<file path="config.mk">
export PLATFORM = sky130hd
export DESIGN_NAME = bwsr_regs
export DESIGN_NICKNAME = d
export VERILOG_FILES = /design/src/include/bwsr_pkg.sv /design/src/verilog/bwsr_regs.sv
export SDC_FILE = /design/constraint.sdc
export NUM_CORES = 1
export LEC_CHECK = 0
export BUFFER_PORTS_ARGS = -buffer_cell sky130_fd_sc_hd__clkbuf_2
export CAP_MARGIN = 20
export CORE_MARGIN = 2
export CORE_UTILIZATION = 55
export CTS_BUF_LIST = sky130_fd_sc_hd__clkbuf_4 sky130_fd_sc_hd__clkbuf_8
export CTS_CLUSTER_DIAMETER = 60
export CTS_CLUSTER_SIZE = 10
export DETAILED_ROUTE_END_ITERATION = 12
export HOLD_SLACK_MARGIN = 0.12
export PLACE_DENSITY_LB_ADDON = 0.1
export RECOVER_POWER = 50
export SLEW_MARGIN = 20
export SYNTH_ARGS = -nofsm -noshare
export SYNTH_HDL_FRONTEND = slang
export SYNTH_SLANG_ARGS = --single-unit
</file>
<file path="constraint.sdc">
create_clock -name pclk -period 2.3 [get_ports pclk]
set_input_delay 0.23 -clock pclk [delete_from_list [all_inputs] [get_ports pclk]]
set_output_delay 0.23 -clock pclk [all_outputs]
set_load 0.1 [all_outputs]
</file>
<file path="src/include/bwsr_pkg.sv">
// Constants for the bridge window and secondary status register bank.
// Assumes an APB master on pclk and secondary bus event inputs already on pclk.
package bwsr_pkg;

   // Register byte offsets on the APB side.
   localparam logic [7:0] BWSR_OFF_IO_SEC      = 8'h1c;
   localparam logic [7:0] BWSR_OFF_MEM         = 8'h20;
   localparam logic [7:0] BWSR_OFF_PREF        = 8'h24;
   localparam logic [7:0] BWSR_OFF_PREF_BASE_UP = 8'h28;
   localparam logic [7:0] BWSR_OFF_PREF_LIM_UP = 8'h2c;
   localparam logic [7:0] BWSR_OFF_IO_UP       = 8'h30;
   localparam logic [7:0] BWSR_OFF_CTRL        = 8'h40;
   localparam logic [7:0] BWSR_OFF_IRQ_STAT    = 8'h44;
   localparam logic [7:0] BWSR_OFF_IRQ_CLR     = 8'h48;
   localparam logic [7:0] BWSR_OFF_IRQ_EN      = 8'h4c;

   // Fixed read-only encodings.
   localparam logic [3:0] BWSR_IO_DECODE_32    = 4'h1;
   localparam logic [3:0] BWSR_PREF_DECODE_64  = 4'h1;
   localparam logic [1:0] BWSR_SEL_TIMING_MED  = 2'h1;
   localparam logic [0:0] BWSR_CAP_66MHZ       = 1'h1;
   localparam logic [0:0] BWSR_CAP_FAST_B2B    = 1'h1;

   // Implied low address bits of window bounds.
   localparam logic [11:0] BWSR_IO_LOW_ZERO    = 12'h000;
   localparam logic [11:0] BWSR_IO_LOW_ONES    = 12'hfff;
   localparam logic [19:0] BWSR_MEM_LOW_ZERO   = 20'h0_0000;
   localparam logic [19:0] BWSR_MEM_LOW_ONES   = 20'hf_ffff;

   // Event vector positions; status and interrupt registers share the layout.
   localparam int BWSR_NUM_EV     = 6;
   localparam int BWSR_EV_DPE     = 0;
   localparam int BWSR_EV_STA     = 1;
   localparam int BWSR_EV_RTA     = 2;
   localparam int BWSR_EV_RMA     = 3;
   localparam int BWSR_EV_SERR    = 4;
   localparam int BWSR_EV_PERR    = 5;

   // Field positions inside the 1Ch word.
   localparam int BWSR_SEC_DPE_BIT = 24;
   localparam int BWSR_SEC_HI_LSB  = 27;

   // Own control register: parity error response enable.
   localparam int BWSR_CTRL_PAR_RESP_BIT = 6;

   // Values after reset.
   localparam logic [3:0]  BWSR_RST_NIBBLE = 4'h0;
   localparam logic [11:0] BWSR_RST_FIELD12 = 12'h000;
   localparam logic [15:0] BWSR_RST_HALF   = 16'h0000;
   localparam logic [31:0] BWSR_RST_WORD   = 32'h0000_0000;
   localparam logic [5:0]  BWSR_RST_EV     = 6'h00;

endpackage

</file>
<file path="src/verilog/bwsr_regs.sv">
// Window and secondary status register bank of a two-port bridge, as an APB slave.
// Assumes event inputs are synchronous to pclk and each is high one cycle per event;
// the error pins are active low levels sampled on every rising pclk edge.
//
// Chosen here: register access over APB.

// How it works
// RULE1: I/O limit bits 11:8 always read 1, meaning 32-bit I/O decoding.
// RULE2: I/O limit bits 15:12 give top address 15:12; low twelve bits are ones.
// RULE3: I/O window bottom has its low twelve address bits forced to zero.
// RULE4: I/O window top bits 31:16 come from the upper limit halfword.
// RULE5: Secondary status bit 21 is fixed at 1 for 66 MHz capability.
// RULE6: Secondary status bit 23 is fixed at 1 for fast back-to-back decoding.
// RULE7: Bit 24 sets on parity error pin while parity response enable is on.
// RULE8: Secondary status bits 26:25 read 01, medium select timing.
// RULE9: Bit 27 sets when the bridge as target signals target abort.
// RULE10: Bit 28 sets when a bridge-mastered cycle receives target abort.
// RULE11: Bit 29 sets when a bridge-mastered cycle ends in master abort.
// RULE12: Bit 30 sets whenever the secondary system error pin is asserted.
// RULE13: Bit 31 sets on any secondary address or data parity error.
// RULE14: Sticky status bits clear on writing one, ignore zero, reset to zero.
// RULE15: Memory base 15:4 gives bottom bits 31:20; low bits zero; resets zero.
// RULE16: Memory limit 31:20 gives top bits 31:20; low twenty bits are ones.
// RULE17: Prefetch base reads 0001 in 3:0; 15:4 gives base bits 31:20.
// RULE18: Prefetch top has low twenty bits ones, upper word separate.
// RULE19: Forward only inside inclusive base to limit; reserved bits read zero.
module bwsr_regs
   import bwsr_pkg::*;
(
   input  wire logic        pclk,
   input  wire logic        presetn,
   input  wire logic        psel,
   input  wire logic        penable,
   input  wire logic        pwrite,
   input  wire logic [7:0]  paddr,
   input  wire logic [31:0] pwdata,
   input  wire logic [3:0]  pstrb,
   output logic      [31:0] prdata,
   output logic             pready,
   output logic             pslverr,
   input  wire logic        secondary_parity_error_pin_n,
   input  wire logic        secondary_system_error_pin_n,
   input  wire logic        sec_target_abort_signaled,
   input  wire logic        sec_target_abort_received,
   input  wire logic        sec_master_abort_received,
   input  wire logic        sec_addr_parity_error,
   input  wire logic        sec_data_parity_error,
   input  wire logic [63:0] fwd_addr,
   input  wire logic        fwd_is_io,
   output logic             fwd_io_hit,
   output logic             fwd_mem_hit,
   output logic             fwd_pref_hit,
   output logic             irq
);

   logic [3:0]             io_base_reg;
   logic [3:0]             io_lim_reg;
   logic [15:0]            io_base_up_reg;
   logic [15:0]            io_lim_up_reg;
   logic [11:0]            mem_base_reg;
   logic [11:0]            mem_lim_reg;
   logic [11:0]            pref_base_reg;
   logic [11:0]            pref_lim_reg;
   logic [31:0]            pref_base_up_reg;
   logic [31:0]            pref_lim_up_reg;
   logic                   par_resp_reg;
   logic [BWSR_NUM_EV-1:0] sticky_reg;
   logic [BWSR_NUM_EV-1:0] irq_stat_reg;
   logic [BWSR_NUM_EV-1:0] irq_en_reg;
   logic [31:0]            prdata_reg;
   logic                   pready_reg;
   logic                   pslverr_reg;
   logic                   io_hit_reg;
   logic                   mem_hit_reg;
   logic                   pref_hit_reg;
   logic                   irq_reg;

   // The slave inserts one wait state so read data and the error flag are registered.
   wire access   = psel & penable;
   wire complete = access & pready_reg;
   wire wr_fire  = complete & pwrite;

   wire sel_io_sec   = (paddr == BWSR_OFF_IO_SEC);
   wire sel_mem      = (paddr == BWSR_OFF_MEM);
   wire sel_pref     = (paddr == BWSR_OFF_PREF);
   wire sel_pbase_up = (paddr == BWSR_OFF_PREF_BASE_UP);
   wire sel_plim_up  = (paddr == BWSR_OFF_PREF_LIM_UP);
   wire sel_io_up    = (paddr == BWSR_OFF_IO_UP);
   wire sel_ctrl     = (paddr == BWSR_OFF_CTRL);
   wire sel_istat    = (paddr == BWSR_OFF_IRQ_STAT);
   wire sel_iclr     = (paddr == BWSR_OFF_IRQ_CLR);
   wire sel_ien      = (paddr == BWSR_OFF_IRQ_EN);
   wire mapped       = sel_io_sec | sel_mem | sel_pref | sel_pbase_up | sel_plim_up |
                       sel_io_up | sel_ctrl | sel_istat | sel_iclr | sel_ien;

   wire [31:0] wmask = {{8{pstrb[3]}}, {8{pstrb[2]}}, {8{pstrb[1]}}, {8{pstrb[0]}}};
   wire [31:0] wbits = pwdata & wmask;

   // Secondary bus events, one bit per sticky flag.
   wire [BWSR_NUM_EV-1:0] ev;
   // RULE7: parity pin gated
   assign ev[BWSR_EV_DPE]  = ~secondary_parity_error_pin_n & par_resp_reg;
   // RULE9: signaled target abort
   assign ev[BWSR_EV_STA]  = sec_target_abort_signaled;
   // RULE10: received target abort
   assign ev[BWSR_EV_RTA]  = sec_target_abort_received;
   // RULE11: received master abort
   assign ev[BWSR_EV_RMA]  = sec_master_abort_received;
   // RULE12: system error pin
   assign ev[BWSR_EV_SERR] = ~secondary_system_error_pin_n;
   // RULE13: address or data parity
   assign ev[BWSR_EV_PERR] = sec_addr_parity_error | sec_data_parity_error;

   // RULE14: write one clears
   wire [BWSR_NUM_EV-1:0] sticky_clr = {BWSR_NUM_EV{wr_fire & sel_io_sec}} &
                                       {wbits[31:BWSR_SEC_HI_LSB], wbits[BWSR_SEC_DPE_BIT]};
   // An event in the clearing cycle survives: set is applied after the clear.
   wire [BWSR_NUM_EV-1:0] sticky_next = (sticky_reg & ~sticky_clr) | ev;

   wire [BWSR_NUM_EV-1:0] istat_clr  = {BWSR_NUM_EV{wr_fire & sel_iclr}} &
                                       wbits[BWSR_NUM_EV-1:0];
   wire [BWSR_NUM_EV-1:0] istat_next = (irq_stat_reg & ~istat_clr) | ev;

   // Byte-lane merges for the writable fields.
   wire [3:0]  io_base_next  = (wr_fire & sel_io_sec & pstrb[0]) ? pwdata[7:4] : io_base_reg;
   // RULE2: writable limit nibble
   wire [3:0]  io_lim_next   = (wr_fire & sel_io_sec & pstrb[1]) ? pwdata[15:12] : io_lim_reg;
   // RULE15: base field write
   wire [11:0] mem_base_next = (wr_fire & sel_mem) ?
                               ((mem_base_reg & ~wmask[15:4]) | wbits[15:4]) : mem_base_reg;
   // RULE16: limit field write
   wire [11:0] mem_lim_next  = (wr_fire & sel_mem) ?
                               ((mem_lim_reg & ~wmask[31:20]) | wbits[31:20]) : mem_lim_reg;
   // RULE17: prefetch base write
   wire [11:0] pref_base_next = (wr_fire & sel_pref) ?
                               ((pref_base_reg & ~wmask[15:4]) | wbits[15:4]) : pref_base_reg;
   wire [11:0] pref_lim_next = (wr_fire & sel_pref) ?
                               ((pref_lim_reg & ~wmask[31:20]) | wbits[31:20]) : pref_lim_reg;
   wire [31:0] pbase_up_next = (wr_fire & sel_pbase_up) ?
                               ((pref_base_up_reg & ~wmask) | wbits) : pref_base_up_reg;
   wire [31:0] plim_up_next  = (wr_fire & sel_plim_up) ?
                               ((pref_lim_up_reg & ~wmask) | wbits) : pref_lim_up_reg;
   wire [15:0] io_base_up_next = (wr_fire & sel_io_up) ?
                               ((io_base_up_reg & ~wmask[15:0]) | wbits[15:0]) : io_base_up_reg;
   // RULE4: upper limit halfword
   wire [15:0] io_lim_up_next = (wr_fire & sel_io_up) ?
                               ((io_lim_up_reg & ~wmask[31:16]) | wbits[31:16]) : io_lim_up_reg;
   wire        par_resp_next = (wr_fire & sel_ctrl & pstrb[0]) ?
                               pwdata[BWSR_CTRL_PAR_RESP_BIT] : par_resp_reg;
   wire [BWSR_NUM_EV-1:0] irq_en_next = (wr_fire & sel_ien & pstrb[0]) ?
                               pwdata[BWSR_NUM_EV-1:0] : irq_en_reg;

   // Read words; reserved bits are tied to zero by the concatenations.
   // RULE1: 32-bit I/O indicator
   wire [15:0] rd_io_lo  = {io_lim_reg, BWSR_IO_DECODE_32, io_base_reg, BWSR_IO_DECODE_32};
   // RULE5: 66 MHz capable
   // RULE6: fast back-to-back capable
   // RULE8: medium select timing
   wire [15:0] rd_sec_hi = {sticky_reg[BWSR_NUM_EV-1:1], BWSR_SEL_TIMING_MED,
                            sticky_reg[BWSR_EV_DPE], BWSR_CAP_FAST_B2B, 1'b0,
                            BWSR_CAP_66MHZ, 5'h00};
   wire [31:0] rd_io_sec = {rd_sec_hi, rd_io_lo};
   // RULE19: reserved bits zero
   wire [31:0] rd_mem    = {mem_lim_reg, 4'h0, mem_base_reg, 4'h0};
   wire [31:0] rd_pref   = {pref_lim_reg, BWSR_PREF_DECODE_64, pref_base_reg,
                            BWSR_PREF_DECODE_64};
   wire [31:0] rd_io_up  = {io_lim_up_reg, io_base_up_reg};
   wire [31:0] rd_ctrl   = {25'h000_0000, par_resp_reg, 6'h00};
   wire [31:0] rd_istat  = {26'h000_0000, irq_stat_reg};
   wire [31:0] rd_ien    = {26'h000_0000, irq_en_reg};

   // The clear register is write-only and reads as zero.
   wire [31:0] rd_word = sel_io_sec   ? rd_io_sec :
                         sel_mem      ? rd_mem :
                         sel_pref     ? rd_pref :
                         sel_pbase_up ? pref_base_up_reg :
                         sel_plim_up  ? pref_lim_up_reg :
                         sel_io_up    ? rd_io_up :
                         sel_ctrl     ? rd_ctrl :
                         sel_istat    ? rd_istat :
                         sel_ien      ? rd_ien : BWSR_RST_WORD;

   wire pready_next = access & ~pready_reg;
   wire [31:0] prdata_next = (pready_next & ~pwrite) ? rd_word : BWSR_RST_WORD;
   wire pslverr_next = pready_next & ~mapped;

   // Assembled window bounds.
   // RULE3: bottom low bits zero
   wire [31:0] io_bottom  = {io_base_up_reg, io_base_reg, BWSR_IO_LOW_ZERO};
   wire [31:0] io_top     = {io_lim_up_reg, io_lim_reg, BWSR_IO_LOW_ONES};
   wire [31:0] mem_bottom = {mem_base_reg, BWSR_MEM_LOW_ZERO};
   wire [31:0] mem_top    = {mem_lim_reg, BWSR_MEM_LOW_ONES};
   wire [63:0] pref_bottom = {pref_base_up_reg, pref_base_reg, BWSR_MEM_LOW_ZERO};
   // RULE18: prefetch top ones
   wire [63:0] pref_top   = {pref_lim_up_reg, pref_lim_reg, BWSR_MEM_LOW_ONES};

   // RULE19: inclusive window compare
   wire io_hit_next   = fwd_is_io & (fwd_addr[63:32] == BWSR_RST_WORD) &
                        (fwd_addr[31:0] >= io_bottom) & (fwd_addr[31:0] <= io_top);
   wire mem_hit_next  = ~fwd_is_io & (fwd_addr[63:32] == BWSR_RST_WORD) &
                        (fwd_addr[31:0] >= mem_bottom) & (fwd_addr[31:0] <= mem_top);
   wire pref_hit_next = ~fwd_is_io & (fwd_addr >= pref_bottom) & (fwd_addr <= pref_top);

   wire irq_next = |(istat_next & irq_en_next);

   always_ff @(posedge pclk or negedge presetn)
   begin
      if (!presetn)
      begin
         pready_reg  <= 1'b0;
         pslverr_reg <= 1'b0;
         prdata_reg  <= BWSR_RST_WORD;
      end
      else
      begin
         pready_reg  <= pready_next;
         pslverr_reg <= pslverr_next;
         prdata_reg  <= prdata_next;
      end
   end

   always_ff @(posedge pclk or negedge presetn)
   begin
      if (!presetn)
      begin
         io_base_reg      <= BWSR_RST_NIBBLE;
         io_lim_reg       <= BWSR_RST_NIBBLE;
         io_base_up_reg   <= BWSR_RST_HALF;
         io_lim_up_reg    <= BWSR_RST_HALF;
         mem_base_reg     <= BWSR_RST_FIELD12;
         mem_lim_reg      <= BWSR_RST_FIELD12;
         pref_base_reg    <= BWSR_RST_FIELD12;
         pref_lim_reg     <= BWSR_RST_FIELD12;
         pref_base_up_reg <= BWSR_RST_WORD;
         pref_lim_up_reg  <= BWSR_RST_WORD;
         par_resp_reg     <= 1'b0;
      end
      else
      begin
         io_base_reg      <= io_base_next;
         io_lim_reg       <= io_lim_next;
         io_base_up_reg   <= io_base_up_next;
         io_lim_up_reg    <= io_lim_up_next;
         mem_base_reg     <= mem_base_next;
         mem_lim_reg      <= mem_lim_next;
         pref_base_reg    <= pref_base_next;
         pref_lim_reg     <= pref_lim_next;
         pref_base_up_reg <= pbase_up_next;
         pref_lim_up_reg  <= plim_up_next;
         par_resp_reg     <= par_resp_next;
      end
   end

   // RULE14: sticky flags reset zero
   always_ff @(posedge pclk or negedge presetn)
   begin
      if (!presetn)
      begin
         sticky_reg   <= BWSR_RST_EV;
         irq_stat_reg <= BWSR_RST_EV;
         irq_en_reg   <= BWSR_RST_EV;
         irq_reg      <= 1'b0;
      end
      else
      begin
         sticky_reg   <= sticky_next;
         irq_stat_reg <= istat_next;
         irq_en_reg   <= irq_en_next;
         irq_reg      <= irq_next;
      end
   end

   // Hit flags lag the address by one cycle; the forwarding logic must allow for it.
   always_ff @(posedge pclk or negedge presetn)
   begin
      if (!presetn)
      begin
         io_hit_reg   <= 1'b0;
         mem_hit_reg  <= 1'b0;
         pref_hit_reg <= 1'b0;
      end
      else
      begin
         io_hit_reg   <= io_hit_next;
         mem_hit_reg  <= mem_hit_next;
         pref_hit_reg <= pref_hit_next;
      end
   end

   assign prdata       = prdata_reg;
   assign pready       = pready_reg;
   assign pslverr      = pslverr_reg;
   assign fwd_io_hit   = io_hit_reg;
   assign fwd_mem_hit  = mem_hit_reg;
   assign fwd_pref_hit = pref_hit_reg;
   assign irq          = irq_reg;

endmodule
</file>
==> flow_summary.json <==
{
  "start_kind": "flip-flop",
  "drc": 0,
  "dp_hpwl_um": 29500,
  "netlist_area_sq_mm": 0.0127,
  "syn_inst": 1302,
  "wl_um": 38300,
  "cts_made_buffers": 26,
  "min_path_type": "in -> reg",
  "gp_congestion": 0.928,
  "grt_usage_pct": 31.9,
  "ys_seq_area_share_pct": 41.3,
  "layout.cells.most_common": "dfrtp_1",
  "yosysTopAreaCell": "dfrtp_1",
  "yosysTopAreaCellShare_pct": 41.3,
  "cts_tree": "yes",
  "drv_cap": 1,
  "worstSetupPathType": "reg -> reg",
  "layout.cells.non_filler": 1838,
  "synth_edf_count": 0,
  "grt_pass1_vias": 10700,
  "die_w_um": 156,
  "maxSlewHeadroom_pct": -4.60,
  "violations": "max-capacitance violations, max-slew violations",
  "detail-route-antenna-nets": 0,
  "worst_pin_slew_ns": 1.57,
  "power.density_mw_per_mm2": 471,
  "layout-drive-gt1-share_pct": 23.1,
  "mostFrequentLayoutCells": "208 x dfrtp_1, 160 x clkbuf_2, 153 x inv_1, 152 x ha_1, 130 x nand2_1",
  "grt_pass1_wl_um": 59200,
  "n_fill_cell": 1879,
  "ys_types": 57,
  "synth_ff_type": "dfrtp_1",
  "wl_per_cell_um": 20.8,
  "rsz0062_at_grt": "no",
  "max_freq_mhz": 448,
  "syn_nets": 1575,
  "setup_viol": 0,
  "gr-total-overflow": 0,
  "tns_ns": 0,
  "ys_ff_latch": 209,
  "clock_sinks": 209,
  "min_period_over_period_pct": 97.0,
  "die_y_um": 156,
  "cp_max_fo": 11,
  "ys_async_sr_fraction_pct": 100,
  "finalMaxSlewViolations": 62,
  "initial_core_util_pct": 55.9,
  "clkLatencyLatePin_ns": 0.56,
  "critPathRequiredTime_ns": 2.75,
  "core_area_sq_mm": 0.0226,
  "cts_buffer_depth": 3,
  "cp-end-kind": "flip-flop",
  "preCtsSetupSlack_ns": 0.0327,
  "hold_viol_final": 0,
  "dr.pass1.iters": 6,
  "htreeDepth": 1,
  "antenna_found_initial": 0,
  "port_buffers": 158,
  "antennaDiodeCount": 0,
  "rows": 55,
  "synth_area_leaders": "dfrtp_1 41%, ha_1 15%, mux2_2 8.4%",
  "drtIter0Drc": 769,
  "die_area_sq_mm": 0.0243,
  "cts_root_buf": "clkbuf_8",
  "area_delta_synth_final_pct": 18.0,
  "synth.yosys.warnings": 0,
  "vias_per_cell": 5.88,
  "status": "complete, but fails checks",
  "grt_start_max_net_pins": 62,
  "io_pins": 159,
  "ir_worst_vdd_mv": 0.393,
  "place_inst": 1758,
  "finalNetCount": 1820,
  "syn_area_per_cell_sq_um": 9.73,
  "final.setup.worst_slack_ns": 0.0689,
  "worstPathArrival_ns": 2.68,
  "path_clk_slew_ns": 0.07,
  "vias": 10800,
  "skew_ns": 0.0108,
  "power.leakage_nw": 7.30,
  "period_needed_ns": 2.23
}
[critical path, cell delays in order (launching register included)]
cell	delay, ns
dfrtp_2	0.39
and4_1	0.31
buf_6	0.20
nand2_2	0.10
nor2_2	0.11
nand2_1	0.14
a211o_1	0.31
dlygate4sd3_1	0.55
[through the flow]
stage               hold WS, ns  power, mW  area [sq um]  utilization (%)
finish                    0.176       7.04         14900             66.0
global route              0.164       7.29         14900             66.0
global placement          0.247       4.48         14100             62.2
CTS                       0.131       7.08         15000             66.2
floorplan               -0.0656       4.06         12700                -
detailed placement        0.245       4.50         14100             62.2
[path summary, 6_finish.rpt]
path | cells past startpoint | start | endpoint | slack [ns]
max in group asynchronous | 3 | presetn | async pin | 0.42
worst min register to register | 1 | sticky_reg[2] | sticky_reg[2] | 0.49
worst min-delay path | 4 | pstrb[0] | flip-flop | 0.18
worst max register to register | 7 | pready | sticky_reg[5] | 0.07
worst max-delay path | 7 | pready | sticky_reg[5] | 0.07
min in group asynchronous | 2 | presetn | async pin | 0.59
[timing repair]
action | CTS | global route
hold buffers | 46 | 0
resized for setup | 0 | 9
endpoints found under the hold margin | 344 | 0
setup endpoints to repair | 0 | 4
buffers inserted | 0 | 0
[power breakdown]
group          internal (mW)  switching [mW]
clock                   1.18            1.38
combinational          0.308           0.486
sequential              3.68         0.00666
[Yosys cell counts, drive strengths merged, types with 2 or more instances]
library cell  number
nand2            133
a22oi             11
mux2i             26
and4               6
a31oi             13
or3                4
and3               3
o31ai              2
o211ai             3
nor3              11
o311ai             3
mux2              95
nand3             19
and2               4
a211oi            11
nor2              72
or2                6
inv              153
clkbuf            18
ha               152
nor2b              8
a221o              2
nor3b              2
nor4              17
a221oi             5
buf               20
dfrtp            209
nor4b              2
a21oi             94
nand4             34
o221ai            13
a222oi             5
o21ai             87
nand2b             2
a211o              4
o21a               3
a21o              39
[cell families (layout without fill, tap and decap cells)]
family	after synthesis	after routing	synth area share, %
DFF	209	209	41.3
and+or+nand+nor	324	324	12.4
buffers and inverters	191	442	5.87
AOI/OAI and AO/OA	305	305	14.9
muxes	121	121	10.5
adders and majority gates	152	152	15.0
[layout make-up]
type	instances	area (sq um)	area share, %
clock buffers	31	420	2.81
clock inverters	3	21.3	0.142
inverters	153	574	3.84
multi-input cells	902	6710	44.9
flip-flops and latches	209	5230	35.0
well taps	285	357	2.39
repair buffers	255	1640	11.0
[metal layers]
| metal | part of all wire [%] | vias to the layer above | global-route usage (%) |
|---|---|---|---|
| li1 | - | 5105 | - |
| met1 | 44 | 5203 | 44.9 |
| met2 | 45 | 431 | 50.9 |
| met3 | 7.6 | 69 | 5.53 |
| met4 | 3.0 | 0 | 9.04 |
| met5 | 0 | - | 0 |
Power figures use the tool's default switching activity.
